### config.mk
export PLATFORM = sky130hd
export DESIGN_NAME = iltc_ctrl
export DESIGN_NICKNAME = d
export VERILOG_FILES = /design/src/rtl/iltc_pkg.sv /design/src/rtl/iltc_sync.sv /design/src/rtl/iltc_ctrl.sv
export VERILOG_INCLUDE_DIRS = /design/src /design/src/rtl
export SDC_FILE = /design/constraint.sdc
export NUM_CORES = 1
export LEC_CHECK = 0
export ABC_AREA = 1
export BUFFER_PORTS_ARGS = -buffer_cell sky130_fd_sc_hd__buf_2
export CORE_MARGIN = 8
export CORE_UTILIZATION = 35
export CTS_BUF_LIST = sky130_fd_sc_hd__clkbuf_16
export CTS_CLUSTER_DIAMETER = 80
export DETAILED_ROUTE_END_ITERATION = 16
export PLACE_DENSITY_LB_ADDON = 0.2
export SLEW_MARGIN = 20
export SYNTH_ARGS = -nofsm -noshare
export SYNTH_HDL_FRONTEND = slang
export SYNTH_HIERARCHICAL = 1
export SYNTH_SLANG_ARGS = --single-unit
export TNS_END_PERCENT = 5
### constraint.sdc
create_clock -name clk -period 3.7 [get_ports clk]
set_clock_uncertainty 0.15 [all_clocks]
set_input_delay 0.185 -clock clk [delete_from_list [all_inputs] [get_ports clk]]
set_output_delay 0.185 -clock clk [all_outputs]
set_load 0.1 [all_outputs]
### src/rtl/iltc_params.svh
// Purpose: Offsets, reset values and timing counts of the line transceiver controller
// Assumes: 40 MHz core clock
// Notes: Included by the controller
`ifndef ILTC_PARAMS_SVH
`define ILTC_PARAMS_SVH

`define ILTC_CLK_PERIOD_NS 25
`define ILTC_COMM_TIMEOUT_NS 1200
`define ILTC_STARTUP_NS 1200
// Longest wait rounds down, least wait rounds up
`define ILTC_COMM_TIMEOUT_CYC ((`ILTC_COMM_TIMEOUT_NS) / (`ILTC_CLK_PERIOD_NS))
`define ILTC_STARTUP_CYC (((`ILTC_STARTUP_NS) + (`ILTC_CLK_PERIOD_NS) - 1) / (`ILTC_CLK_PERIOD_NS))
`define ILTC_CNT_W 7
// Idle pin levels: receiver enable released high, slew select floating high
`define ILTC_PIN_IDLE 11'h110

`define ILTC_ADDR_CTRL 4'h0
`define ILTC_ADDR_STATUS 4'h4
`define ILTC_CTRL_ALLOW_BIT 0
`define ILTC_CTRL_RESET 32'h0000_0001

`define ILTC_ST_FAULT_BIT 0
`define ILTC_ST_UVL_BIT 1
`define ILTC_ST_UVI_BIT 2
`define ILTC_ST_OT_BIT 3
`define ILTC_ST_COMM_BIT 4
`define ILTC_ST_DRV_BIT 5
`define ILTC_ST_RX_BIT 6
`define ILTC_ST_FAST_BIT 7
`define ILTC_ST_STATE_LSB 8

`endif

### src/rtl/iltc_pkg.sv
// Purpose: Types shared by the line transceiver controller
// Assumes: Nothing beyond the params header
// Notes: Pin group travels as one packed struct
package iltc_pkg;

	// Raw pin levels; floating inputs arrive already resolved
	typedef struct packed {
		logic drive_enable;
		logic tx_bit_in;
		logic rx_enable_n;
		logic rx_above_upper;
		logic rx_below_lower;
		logic rx_open_short;
		logic slew_select;
		logic uv_logic_supply;
		logic uv_iso_supply;
		logic over_temp;
		logic barrier_beat;
	} iltc_pins_t;

	typedef enum logic [2:0] {
		ILTC_FAULT = 3'h1,
		ILTC_START = 3'h2,
		ILTC_RUN = 3'h4
	} iltc_state_t;

endpackage : iltc_pkg

### src/rtl/iltc_sync.sv
// Purpose: Two-flop synchroniser bank for asynchronous pins
// Assumes: Each bit is an independent level
// Notes: First stage is read only by the second
`timescale 1ns/1ps
module iltc_sync #(
	parameter int W = 1,
	parameter logic [W-1:0] RST_VAL = '0
) (
	input wire logic clk,
	input wire logic nrst,
	input wire logic [W-1:0] async_in,
	output logic [W-1:0] sync_out
);

	logic [W-1:0] meta_q;
	logic [W-1:0] meta_d;
	logic [W-1:0] sync_q;
	logic [W-1:0] sync_d;

	always_comb begin
		meta_d = async_in;
		sync_d = meta_q;
	end

	always_ff @(posedge clk or negedge nrst) begin
		if (!nrst) begin
			meta_q <= RST_VAL;
			sync_q <= RST_VAL;
		end else begin
			meta_q <= meta_d;
			sync_q <= sync_d;
		end
	end

	assign sync_out = sync_q;

endmodule : iltc_sync

### src/rtl/iltc_ctrl.sv
// Purpose: Control and fault logic of an isolated full-duplex line transceiver
// Assumes: Pins are asynchronous and pass the synchroniser; Avalon-MM slave for software
// Notes: Analog thresholds arrive as comparator flags; weak pin drive is a flag output
`timescale 1ns/1ps
`include "iltc_params.svh"
module iltc_ctrl (
	input wire logic clk,
	input wire logic nrst,
	input wire iltc_pkg::iltc_pins_t pins,
	output logic line_y,
	output logic line_z,
	output logic line_oe,
	output logic logic_side_rx_out,
	output logic logic_side_rx_oe,
	output logic iso_side_rx_out,
	output logic slew_fast,
	output logic fault_pull_up,
	input wire logic [3:0] avs_address,
	input wire logic avs_read,
	input wire logic avs_write,
	input wire logic [31:0] avs_writedata,
	input wire logic [3:0] avs_byteenable,
	output logic [31:0] avs_readdata,
	output logic avs_waitrequest
);

	localparam logic [`ILTC_CNT_W-1:0] TIMEOUT_CYC = `ILTC_CNT_W'(`ILTC_COMM_TIMEOUT_CYC);
	localparam logic [`ILTC_CNT_W-1:0] STARTUP_CYC = `ILTC_CNT_W'(`ILTC_STARTUP_CYC);

	// Synchroniser starts at idle pin levels so no false change follows reset
	// sampled crossing
	iltc_pkg::iltc_pins_t s;
	iltc_sync #(
		.W($bits(iltc_pkg::iltc_pins_t)),
		.RST_VAL(`ILTC_PIN_IDLE)
	) u_sync (
		.clk(clk),
		.nrst(nrst),
		.async_in(pins),
		.sync_out(s)
	);

	// Barrier watchdog and fault sequencer
	logic beat_prev_q, beat_prev_d;
	logic [`ILTC_CNT_W-1:0] wdog_q, wdog_d;
	logic comm_fault_q, comm_fault_d;
	logic [`ILTC_CNT_W-1:0] start_cnt_q, start_cnt_d;
	iltc_pkg::iltc_state_t state_q, state_d;
	logic supply_fault;
	logic fault_src;

	always_comb begin
		beat_prev_d = s.barrier_beat;
		supply_fault = s.uv_logic_supply | s.uv_iso_supply | s.over_temp;
		wdog_d = wdog_q;
		// Link is shut down under supply or thermal faults, so silence then is not a link fault
		if (supply_fault || (s.barrier_beat ^ beat_prev_q)) begin
			wdog_d = '0;
		end else if (wdog_q != TIMEOUT_CYC) begin
			wdog_d = wdog_q + `ILTC_CNT_W'(1);
		end
		comm_fault_d = (wdog_d == TIMEOUT_CYC);
		fault_src = supply_fault | comm_fault_q;
		state_d = state_q;
		start_cnt_d = start_cnt_q;
		case (state_q)
			iltc_pkg::ILTC_FAULT: begin
				start_cnt_d = '0;
				if (!fault_src) begin
					state_d = iltc_pkg::ILTC_START;
				end
			end
			iltc_pkg::ILTC_START: begin
				if (fault_src) begin
					state_d = iltc_pkg::ILTC_FAULT;
				end else if (start_cnt_q == STARTUP_CYC - `ILTC_CNT_W'(1)) begin
					state_d = iltc_pkg::ILTC_RUN;
				end else begin
					start_cnt_d = start_cnt_q + `ILTC_CNT_W'(1);
				end
			end
			iltc_pkg::ILTC_RUN: begin
				if (fault_src) begin
					state_d = iltc_pkg::ILTC_FAULT;
				end
			end
			default: begin
				state_d = iltc_pkg::ILTC_FAULT;
			end
		endcase
	end

	always_ff @(posedge clk or negedge nrst) begin
		if (!nrst) begin
			beat_prev_q <= 1'b0;
			wdog_q <= '0;
			comm_fault_q <= 1'b0;
			start_cnt_q <= '0;
			state_q <= iltc_pkg::ILTC_FAULT;
		end else begin
			beat_prev_q <= beat_prev_d;
			wdog_q <= wdog_d;
			comm_fault_q <= comm_fault_d;
			start_cnt_q <= start_cnt_d;
			state_q <= state_d;
		end
	end

	// Register bus
	logic [31:0] ctrl_q, ctrl_d;
	logic [31:0] rdata_q, rdata_d;
	logic wait_q, wait_d;
	logic [31:0] status;

	// Pin outputs
	logic y_q, y_d, z_q, z_d, oe_q, oe_d;
	logic lrx_q, lrx_d, lrx_oe_q, lrx_oe_d;
	logic irx_q, irx_d, fast_q, fast_d, pull_q, pull_d;
	logic rx_val;
	logic drv_on;
	logic fault_ind;

	always_comb begin
		fault_ind = (state_d != iltc_pkg::ILTC_RUN);
		drv_on = s.drive_enable & ~fault_ind & ctrl_q[`ILTC_CTRL_ALLOW_BIT];
		oe_d = drv_on;
		y_d = drv_on & s.tx_bit_in;
		z_d = drv_on & ~s.tx_bit_in;
		if (s.rx_open_short || s.rx_above_upper) begin
			rx_val = 1'b1;
		end else if (s.rx_below_lower) begin
			rx_val = 1'b0;
		end else begin
			rx_val = irx_q;
		end
		irx_d = rx_val;
		lrx_d = fault_ind | rx_val;
		lrx_oe_d = ~s.rx_enable_n;
		fast_d = s.slew_select;
		pull_d = fault_ind;
	end

	always_ff @(posedge clk or negedge nrst) begin
		if (!nrst) begin
			y_q <= 1'b0;
			z_q <= 1'b0;
			oe_q <= 1'b0;
			lrx_q <= 1'b1;
			lrx_oe_q <= 1'b0;
			irx_q <= 1'b1;
			fast_q <= 1'b1;
			pull_q <= 1'b1;
		end else begin
			y_q <= y_d;
			z_q <= z_d;
			oe_q <= oe_d;
			lrx_q <= lrx_d;
			lrx_oe_q <= lrx_oe_d;
			irx_q <= irx_d;
			fast_q <= fast_d;
			pull_q <= pull_d;
		end
	end

	always_comb begin
		status = '0;
		status[`ILTC_ST_FAULT_BIT] = pull_q;
		status[`ILTC_ST_UVL_BIT] = s.uv_logic_supply;
		status[`ILTC_ST_UVI_BIT] = s.uv_iso_supply;
		status[`ILTC_ST_OT_BIT] = s.over_temp;
		status[`ILTC_ST_COMM_BIT] = comm_fault_q;
		status[`ILTC_ST_DRV_BIT] = oe_q;
		status[`ILTC_ST_RX_BIT] = irx_q;
		status[`ILTC_ST_FAST_BIT] = fast_q;
		status[`ILTC_ST_STATE_LSB +: 3] = state_q;
		ctrl_d = ctrl_q;
		rdata_d = rdata_q;
		wait_d = 1'b1;
		// First request cycle: present data; second: commit write and release
		if ((avs_read || avs_write) && wait_q) begin
			wait_d = 1'b0;
			rdata_d = '0;
			if (avs_read && avs_address == `ILTC_ADDR_CTRL) begin
				rdata_d = ctrl_q;
			end else if (avs_read && avs_address == `ILTC_ADDR_STATUS) begin
				rdata_d = status;
			end
		end else if (avs_write && !wait_q && avs_address == `ILTC_ADDR_CTRL) begin
			if (avs_byteenable[0]) begin
				ctrl_d[0] = avs_writedata[0];
			end
		end
	end

	always_ff @(posedge clk or negedge nrst) begin
		if (!nrst) begin
			ctrl_q <= `ILTC_CTRL_RESET;
			rdata_q <= '0;
			wait_q <= 1'b1;
		end else begin
			ctrl_q <= ctrl_d;
			rdata_q <= rdata_d;
			wait_q <= wait_d;
		end
	end

	assign line_y = y_q;
	assign line_z = z_q;
	assign line_oe = oe_q;
	assign logic_side_rx_out = lrx_q;
	assign logic_side_rx_oe = lrx_oe_q;
	assign iso_side_rx_out = irx_q;
	assign slew_fast = fast_q;
	assign fault_pull_up = pull_q;
	assign avs_readdata = rdata_q;
	assign avs_waitrequest = wait_q;
endmodule : iltc_ctrl

## After elaboration in Yosys (flattened, before gate mapping)

Cells that the tools add are included.
Widths: inputs -> output; s select.

| storage, ports and cells | value |
|---|---|
| word-level logic and storage cells | 71 |
| bits of input ports | 55 |
| bits in read-only memories | 0 |
| output and inout bits | 41 |
| RAM bits | 0 |
| memories kept | 0 |
| bits in latches | 0 |
| register bits | 83 |

| operators by class | value |
|---|---|
| reductions and logical operators | 13 |
| order comparisons | 0 |
| bitwise gates (word level) | 13 |
| $mul | 0 |
| equal/unequal tests | 10 |
| add/sub/neg operators | 2 |
| multiplexer cells | 15 |
| shifts and indexed selects | 0 |
| div/mod/pow operators | 0 |

Operators with widths:

| kind | number |
|---|---|
| $mux 7 | 4 |
| $mux 11 | 2 |
| $add 7x1->7 const B | 2 |
| $eq 7x6->1 const B | 2 |
| $pmux 7 s2 | 1 |
| $mux 3 | 4 |
| $pmux 3 s3 | 1 |
| $ne 7x6->1 const B | 1 |
| $reduce_and 3->1 | 2 |
| $logic_and 1x1->1 | 5 |
| $and 1x1->1 | 4 |
| $eq 4x3->1 const B | 1 |
| $logic_not 4->1 | 1 |
| $ne 2x2->1 const B | 2 |
| $not 1->1 | 4 |
| $or 1x1->1 | 4 |
| $eq 3x1->1 const B | 1 |
| $eq 3x2->1 const B | 1 |
| $eq 3x3->1 const B | 1 |
| $logic_or 1x1->1 | 3 |
| $mux 1 | 3 |
| $ne 3x3->1 const B | 1 |
| $reduce_bool 2->1 | 1 |
| $logic_not 1->1 | 1 |
| $xor 1x1->1 | 1 |

## Longest topological paths before layout

Gate-level depths: netlist (run 1).

| depth | value |
|---|---|
| word-level depth | 10 |
| mapped depth | 9 |
| gate-level depth less buffers | 9 |

## Hierarchy

The synthesis (run 1) kept the hierarchy.

Modules (own cells, without submodules):

| module | seq. area each (um^2) | cells an instance | times used | area each (um^2) |
|---|---|---|---|---|
| iltc_ctrl | 1009.7 | 227 | 1 | 2018.2 |
| iltc_sync | 555.5 | 22 | 1 | 555.5 |

## Least setup slack after synthesis (run 1)

OpenSTA, ideal clock, no wires.

| timing | value |
|---|---|
| path type | register -> register |
| start point | reg wait_q (netlist: avs_waitrequest) |
| end point | reg rdata_q[5] (netlist: avs_readdata[5]) |
| clock period less this slack | 1.783 ns |
| path slack | 1.917 ns |
| library setup time | 0.123 ns |
| data arrival time | 1.510 ns |
| buffers on the path | 1 |
| data required time | 3.427 ns |
| cell stages (with the launch flop) | 4 |
| path through | dfstp_2 o21ai_0 buf_2 a22o_1 |

| on the way | value |
|---|---|
| word-level cells in the longest chain between the ends | 1 |

RTL lines:

| element | RTL line | source |
|---|---|---|
| start: declaration | iltc_ctrl.sv:112 | `logic wait_q, wait_d;` |
| start signal: assignment | iltc_ctrl.sv:203 | `wait_q <= wait_d;` |
| $logic_and 1x1->1 | iltc_ctrl.sv:180 | `if ((avs_read \|\| avs_write) && wait_q) begin` |
| end signal: assignment | iltc_ctrl.sv:202 | `rdata_q <= rdata_d;` |
| end: declaration | iltc_ctrl.sv:111 | `logic [31:0] rdata_q, rdata_d;` |

Every way passes these cells.
A chain may end at the register's enable or synchronous reset.

## Final worst setup path (run 1)

| timing | value |
|---|---|
| start point | reg wait_q (netlist: avs_waitrequest) |
| end point | reg rdata_q[0] (netlist: avs_readdata[0]) |

Same word-level chain as after synthesis.

==> flow_summary.toml, run 1 <==
[sta]
min_period_ns = 1.64
setup_ws_ns = 2.06
worstMarginPinSlew_ns = 0.575
max_freq_ghz = 0.608
period_share = 0.444
report.final.slew_viol_count = 0
maxSlewHeadroom = 0.616
report.final.setup_viol = 0
setup_tns_ns = 0
final_hold_viol_count = 0
rsz0062_at_grt = "false"

[worst_setup_path]
path_class = "flop to flop"
r2r_end = "avs_readdata[0]"
start_kind = "flop"
endpoint_kind = "flop"
worstPathArrival_ns = 1.70
r2r_cells = 6
required_ns = 3.76
reg2reg_setup_slack_ns = 2.06
crit_fanout = 7
r2r_start = "avs_waitrequest"

[logic_synthesis]
synthMuxAreaShare = 0
synthArstFlopShare = 1.00
dominantRegCellSynth = "dfrtp_1"
synth_top_family_by_area = "simple AND/OR/NAND/NOR gates"
synthXorXnorAreaFrac = 0.00681
ys_seq_area_frac = 0.608
synth_cell_type_count = 29
synth_area_leaders = "dfrtp_1, dfstp_2, nand2_1, buf_4, inv_1"
yosys_warnings = 6
synth_area_sq_um = 2570
synth-edff-count = 0
avgSynthCellArea_sq_um = 10.3
synth-adder-area-share = 0.0146
ys_seq_elements = 62
synth_top_area_frac = 0.496
synthSimpleGateAreaFrac = 0.178
syn_inst = 249
synth_largest_area_cell = "dfrtp_1"
synth-compound-area-share = 0.0710

[global_route]
antenna_found_initial = 0
grt_util_all_layers = 0.0979
grt_start_max_net_pins = 49
grt_overflow = 0
grt_pass1_vias = 1735
grt_pass1_wl_um = 7820

[routing]
route.detailed.drc = 0
dr.pass1.iters = 4
viasPerCell = 4.13
drt-wirelength-per-cell_um = 11.1
final_antenna_net_count = 0
drt_iter0_drc = 37
num_vias = 1720
routed_wl_um = 4610

[status]
status = "completed"

[finish]
regArea_sq_um = 1570
drive_gt1_frac = 0.271
fillers = 703
most-common-layout-cells = "dfrtp_1, nand2_1, buf_2"
fin_nets = 370
layout_commonest_cell = "dfrtp_1"
syn2layout_area_growth_pct = 24.8
multi_input_area_sq_um = 776
n_antenna_cell = 0

[placement]
dp_hpwl_um = 3350
portBuffers = 40
place.gp.congestion = 0.729
dp_slack_ns = 2.06

[power]
p_per_area_nw_per_um2 = 522
p_sw_frac = 0.290
power_frac_clock = 0.449
seq_power_share = 0.427
p_int_mw = 1.19
p_sw_uw = 487
combPwrFrac = 0.124
leakage_nw = 1.62
ir_drop_mv = 0.335

[cts]
clk-insertion-delay-late_ns = 0.32
htreeDepth = 3
cts_tree = "done"
cts_sinks = 62
cts-buffers-inserted = 9
cts_max_path_buffers = 2
postCtsSetupBuffers = 0
clkTransAtPathRegs_ns = 0.06
cts_root_buf = "clkbuf_16"

[hold_path]
hold_class = "primary input to flop"
min_to = "avs_readdata[0]"
holdPathStages = 2
min-delay-start = "avs_address[2]"

[job]
maxCapViolCount = 0

[floorplan]
rows = 31
dieArea_sq_um = 10400
fp.dieW_um = 102
start_util = 0.359
core_area_sq_um = 7180
num_io_pins = 96
die_h_um = 102
==> Yosys cell counts, drive strengths merged, types with 4 or more instances <==
cell type	n
a22o	4
inv	31
dfstp	11
o21ai	15
nor2	21
dfrtp	51
buf	23
nand3	17
nand2	52
==> worst max-delay path: stages, from the launching register on <==
cell,delay (ns)
dfstp_2,0.54
nand2_1,0.06
inv_1,0.07
nand4_1,0.26
inv_1,0.29
nand2_1,0.08
o311ai_0,0.09
==> power by group through the flow <==
stage	clock network (mW)	logic (mW)	registers, mW
after CTS	0.778	0.209	0.717
after floorplan	0	0.140	0.768
after global routing	0.804	0.220	0.719
after global placement	0	0.197	0.727
final	0.753	0.208	0.717
after detailed placement	0	0.199	0.728
==> cell families (layout without fill, tap and decap cells) <==
group | after synthesis | count (layout)
XOR/XNOR | 2 | 2
flip-flops | 62 | 62
other | 1 | 21
buffers and inverters | 55 | 103
adder cells (fa/ha/maj) | 3 | 3
AND/OR/NAND/NOR | 100 | 100
AO/OA/AOI/OAI | 26 | 26
==> registers in the layout, indices dropped and copies added (netlist names), 3 cells and up <==
signal           count
start_cnt_q          7
avs_readdata        11
u_sync/meta_q       11
wdog_q               7
state_q              3
u_sync/sync_out     11
==> cell type report <==
cell class                 instances  share of cell area
clock buffer                       9              0.0701
sequential                        62               0.487
timing repair buffer              55               0.108
multi-input combinational        152               0.242
clock inverter                     7              0.0152
inverter                          32              0.0390
tap                               99              0.0386
==> metrics by stage <==
| step | hold slack (ns) | power (mW) | instances | util | area (sq um) |
|---|---|---|---|---|---|
| 2_1_floorplan | -0.261 | 0.907 | 269 | - | 2650 |
| 3_3_place_gp | 0.141 | 0.925 | 387 | 0.391 | 2810 |
| 3_5_place_dp | 0.142 | 0.927 | 387 | 0.391 | 2810 |
| 4_1_cts | 0.000221 | 1.70 | 416 | 0.447 | 3210 |
| 5_1_grt | 0.0266 | 1.74 | 416 | 0.448 | 3210 |
| 6_report | 0.00383 | 1.68 | 416 | 0.448 | 3210 |
==> worst max-delay path by stage <==
stage	depth (start not counted)	startpoint	endpoint	slack, ns
final	6	avs_waitrequest	avs_readdata[0]	2.06
after global placement	6	avs_waitrequest	avs_readdata[0]	2.07
after detailed placement	6	avs_waitrequest	avs_readdata[0]	2.06
after CTS	3	nrst	fault_pull_up	2.01
after floorplan	3	avs_waitrequest	avs_readdata[5]	1.92
after global routing	6	avs_waitrequest	avs_readdata[0]	1.86
==> repair_timing <==
| action | in CTS | in global routing |
|---|---|---|
| hold buffers | 13 | 0 |
| gates resized for setup | 0 | 0 |
| endpoints found under the hold margin | 53 | 0 |
==> layer usage <==
metal	GRT usage	routed length [um]
met5	0	0
met4	0.0412	40
met3	0.0399	304
met2	0.165	2350
met1	0.106	1920
(Power assumes the default switching activity.)
==> inputs of run 2 (changes only) <==
ABC_AREA = 0   (was 1)
clock period = 1.55 ns   (was 3.7 ns; I/O delays follow)
==> run 2 against run 1 <==
Sequential cell count unchanged; via count rose by 13%; largest power group unchanged; the run now ends with setup timing left; clock-buffer cell count unchanged; hold slack improved by 0.043 ns.
==> flow_summary.toml, run 2 <==
[cts]
cts_tree = "done"
htreeDepth = 3
cts_root_buf = "clkbuf_16"
clkTransAtPathRegs_ns = 0.05
clk-insertion-delay-late_ns = 0.32
cts_sinks = 62
cts-buffers-inserted = 9
cts_max_path_buffers = 2

[worst_setup_path]
endpoint_kind = "flop"
reg2reg_setup_slack_ns = -0.51
r2r_end = "start_cnt_q[6]"
required_ns = 1.65
start_kind = "flop"
crit_fanout = 3
worstPathArrival_ns = 2.16
path_class = "flop to flop"
r2r_cells = 4
r2r_start = "comm_fault_q"

[logic_synthesis]
synth_top_family_by_area = "simple AND/OR/NAND/NOR gates"
ys_seq_elements = 62
synth_cell_type_count = 53
synth-edff-count = 0
ys_seq_area_frac = 0.619
synthArstFlopShare = 1.00
synth.most_common_cell = "dfrtp_1"
synthTopCellsByCount = "dfrtp_1, buf_4, a22o_1, dfstp_2, nand2_1"
synth-adder-area-share = 0.0148
dominantRegCellSynth = "dfrtp_1"
synthXorXnorAreaFrac = 0.0173
avgSynthCellArea_sq_um = 12.3
synthMuxAreaShare = 0.00445
synth_largest_area_cell = "dfrtp_1"
synth_top_area_frac = 0.504
synth_area_leaders = "dfrtp_1, dfstp_2, buf_4, a22o_1, nand3_1"
yosys_warnings = 6
syn_inst = 205
synthSimpleGateAreaFrac = 0.132
synth-compound-area-share = 0.127
synth_area_sq_um = 2530

[floorplan]
rows = 31
core_area_sq_um = 7140
fp.dieW_um = 101
die_h_um = 101
num_io_pins = 96
start_util = 0.354
dieArea_sq_um = 10200

[routing]
viasPerCell = 4.62
dr.pass1.iters = 4
drt_iter0_drc = 84
final_antenna_net_count = 0
drt-wirelength-per-cell_um = 13.5
num_vias = 1937
route.detailed.drc = 0
routed_wl_um = 5660

[global_route]
antenna_found_initial = 0
grt_pass1_wl_um = 9410
grt_util_all_layers = 0.120
grt_overflow = 0
grt_start_max_net_pins = 63
grt_pass1_vias = 2073

[job]
maxCapViolCount = 0

[placement]
place.gp.congestion = 0.792
place_area_sq_um = 3110
portBuffers = 40
dp_hpwl_um = 3860

[sta]
report.final.setup_viol = 15
holdWs_ns = 0.0471
min_period_ns = 2.06
max_freq_ghz = 0.485
setup_tns_ns = -4.59
period_share = 1.33
final_hold_viol_count = 0
report.final.slew_viol_count = 0
setup_ws_ns = -0.513
rsz0062_at_grt = "true"

[finish]
layout_commonest_cell = "dfrtp_1"
syn2layout_area_growth_pct = 47.8
most-common-layout-cells = "dfrtp_1, buf_4, buf_2"
fillers = 649
drive_gt1_frac = 0.441
fin_nets = 373
fin_area_sq_um = 3740
final_util = 0.524
n_antenna_cell = 0

[power]
ir_drop_mv = 0.738
leakage_nw = 1.78
p_per_area_nw_per_um2 = 1150
total_power_mw = 4.32

[hold_path]
min_to = "ctrl_q[0]"
hold_class = "primary input to flop"
holdPathStages = 4
min-delay-start = "avs_address[2]"

[status]
violations = "setup timing"
status = "finished with violations"
[run 2: cell count changes after synthesis, moves of 6 or more]
cell,before,now
nand3_1,14,8
inv_1,29,7
a22o_1,4,11
nor2_1,21,7
nand2_1,48,9
o21ai_2,6,0
[run 2: cell type report]
| type | instances | area, sq um | area share |
|---|---|---|---|
| sequential | 62 | 1570 | 0.419 |
| multi-input combinational | 129 | 947 | 0.253 |
| clock inverter | 7 | 88.8 | 0.0238 |
| timing repair buffer | 106 | 762 | 0.204 |
| clock buffer | 9 | 225 | 0.0602 |
| tap | 99 | 124 | 0.0331 |
| inverter | 7 | 26.3 | 0.00703 |
[run 2: worst max path at each step]
stage / depth (start not counted) / slack [ns] / endpoint / startpoint
4_1_cts: 4 / -0.51 / start_cnt_q[6] / comm_fault_q
3_3_place_gp: 7 / -0.56 / comm_fault_q / wdog_q[0]
5_1_grt: 4 / -0.57 / start_cnt_q[6] / comm_fault_q
2_1_floorplan: 5 / -0.58 / start_cnt_q[5] / comm_fault_q
3_5_place_dp: 5 / -0.54 / start_cnt_q[5] / comm_fault_q
6_report: 4 / -0.51 / start_cnt_q[6] / comm_fault_q
[run 2: critical path: stages (launching register included)]
cell and delay (ns):
dfrtp_1 0.37, or4_4 0.53, or3_4 0.38, or4_4 0.42, a21oi_2 0.14
[run 2: per-layer routing]
| metal | vias up | share of wire | global-route usage |
|---|---|---|---|
| met2 | 62 | 0.48 | 0.188 |
| met3 | 7 | 0.066 | 0.0456 |
| met5 | - | 0 | 0 |
| met1 | 942 | 0.44 | 0.140 |
| li1 | 926 | - | - |
| met4 | 0 | 0.012 | 0.0596 |
[run 2: logic make-up after synthesis]
logic type	after synthesis
mux	1
flops	62
xor+xnor	5
buf+inv	34
simple gates	56
other cells	1
compound gates	43
fa+ha+maj	3
[run 2: stage by stage]
stage	setup WS, ns	std cells
after global placement	-0.558	384
after global routing	-0.573	419
after CTS	-0.505	419
final	-0.513	419
after detailed placement	-0.537	384
after floorplan	-0.583	225
[run 2: where the power goes]
part	total [mW]	internal (mW)	switching (mW)	leakage, nW
logic	0.538	0.118	0.420	0.844
registers	1.71	1.68	0.0298	0.781
clock network	2.07	1.39	0.674	0.150
[run 2: timing repair]
item,CTS,global route
endpoints found under the setup margin,18,22
hold buffers,18,0
gates resized for setup,17,12
endpoints found under the hold margin,76,0
buffers inserted,1,0
pin swaps,4,1
==> inputs of run 3 (changes only) <==
CORE_MARGIN = 2   (was 8)
PLACE_DENSITY = 0.6   (was unset)
PLACE_DENSITY_LB_ADDON = unset   (was 0.2)
==> run 3 against run 2 <==
The run still ends with setup timing left; global-route usage increased by 3.2 points; sequential share of layout area increased by 0.090 points; final cell count decreased by 0.24%; power decreased by 2.2%; non-clock buffer count increased by 2; highest routed layer unchanged; setup slack improved by 0.036 ns; register-to-register slack improved by 0.04 ns; sequential cell count unchanged; sequential power about the same; via count decreased by 0.15%; maximum frequency increased by 1.8%.
==> flow_summary.toml, run 3 (same netlist as run 2, synthesis figures left out) <==
[status]
status = "finished with violations"
violations = "setup timing"

[worst_setup_path]
start_kind = "flop"
path_cells = "or4_4 -> or3_4 -> or4_4 -> a21oi_2"
cpMaxStageDelayCell = "or4_4"
path_delay_family = "simple AND/OR/NAND/NOR gates"
crit_fanout = 4
critPathMaxStageDelay_ns = 0.53
reg2reg_setup_slack_ns = -0.48
required_ns = 1.65
crit_top_cell = "or4_4"
path_class = "flop to flop"
endpoint_kind = "flop"
critPathBufInv = 0
worstPathArrival_ns = 2.13

[finish]
syn2layout_area_growth_pct = 47.6
n_antenna_cell = 0
fin_nets = 375
most-common-layout-cells = "dfrtp_1, buf_4, buf_2"
layout_commonest_cell = "dfrtp_1"
drive_gt1_frac = 0.453
final-instance-count-excl-fill = 418
final_util = 0.541

[hold_path]
hold_class = "primary input to flop"

[job]
maxCapViolCount = 0

[power]
leakage_nw = 1.78
seq_power_share = 0.405
combPwrFrac = 0.129
p_int_mw = 3.05
p_sw_frac = 0.277
p_sw_mw = 1.17
power_frac_clock = 0.466
ir_drop_mv = 1.28
p_per_area_nw_per_um2 = 1130

[sta]
setup_ws_ns = -0.477
final_hold_viol_count = 0
report.final.setup_viol = 17
min_period_ns = 2.03
period_share = 1.31
rsz0062_at_grt = "true"
report.final.slew_viol_count = 0
max_freq_ghz = 0.493

[routing]
num_vias = 1934
viasPerCell = 4.63
drt_iter0_drc = 90
final_antenna_net_count = 0
drt-wirelength-per-cell_um = 13.5
dr.pass1.iters = 4
route.detailed.drc = 0
routed_wl_um = 5640

[cts]
cts-buffers-inserted = 9
cts_tree = "done"
cts_max_path_buffers = 2
clkTransAtPathRegs_ns = 0.05
postCtsSetupBuffers = 0
cts_sinks = 62
clk-insertion-delay-late_ns = 0.32
htreeDepth = 3
cts_root_buf = "clkbuf_16"

[floorplan]
start_util = 0.366
fp.dieW_um = 89.0
dieArea_sq_um = 7920
rows = 30
die_h_um = 89.0
num_io_pins = 96
core_area_sq_um = 6910

[global_route]
use_met2 = 0.236
grt_overflow = 0
grt_pass1_vias = 1914
grt_util_all_layers = 0.151
grt_pass1_wl_um = 8960
antenna_found_initial = 0
busiest_layer = "met2"
grt.met3_usage = 0.0480
grt_start_max_net_pins = 27
grt_use_met1 = 0.202

[placement]
dp_cells = 385
place.gp.congestion = 0.815
dp_hpwl_um = 3730
portBuffers = 40
-- run 3: repair_timing --
item,CTS,global route
endpoints found under the hold margin,70,0
pin swaps,2,0
hold buffers,17,0
resized for setup,13,15
endpoints found under the setup margin,19,21
-- run 3: per-stage QoR --
stage          hold WS [ns]  TNS (ns)  setup WS, ns  total power [mW]  cell area, sq um
2_1_floorplan        -0.368     -8.41        -0.583              2.14              2610
3_3_place_gp        -0.0995     -5.43        -0.502              2.23              3150
3_5_place_dp        -0.0968     -6.03        -0.541              2.24              3150
4_1_cts              0.0106     -4.81        -0.478              4.26              3680
5_1_grt              0.0687     -6.16        -0.551              4.38              3730
6_report             0.0315     -4.52        -0.477              4.22              3730
-- run 3: worst reg2reg max path, cell delays in order (launching register included) --
cell and delay (ns):
dfrtp_1 0.37, or4_4 0.54, or3_4 0.36, or4_4 0.42
a21oi_2 0.12
-- run 3: cell type report --
type                            instances  area, sq um
Fill cell                             597         3170
Sequential cell                        62         1570
Multi-Input combinational cell        129          937
Timing Repair Buffer                  108          785
Clock buffer                            9          225
Tap cell                               96          120
Clock inverter                          7         73.8
Inverter                                7         26.3
-- run 3: worst paths after layout --
check	cells after the start	startpoint	endpoint
min in group asynchronous	2	nrst	avs_readdata[9]
worst min register to register	0	u_sync/meta_q[2]	u_sync/sync_out[2]
worst max register to register	4	comm_fault_q	start_cnt_q[6]
worst min-delay path	4	avs_address[2]	ctrl_q[0]
max in group asynchronous	3	nrst	avs_waitrequest
worst max-delay path	4	comm_fault_q	start_cnt_q[6]
-- run 3: power by group through the flow --
stage                     Sequential (mW)  Clock [mW]  Combinational (mW)
after detailed placement             1.74           0               0.502
after global routing                 1.72        2.09               0.574
after CTS                            1.71        2.01               0.540
final                                1.71        1.97               0.544
after global placement               1.73           0               0.499
after floorplan                      1.82           0               0.317
-- run 3: per-layer routing --
layer | up-vias | part of all wire
met5 | - | 0
met3 | 6 | 0.047
li1 | 931 | -
met4 | 0 | 0.0090
met1 | 948 | 0.43
met2 | 49 | 0.51
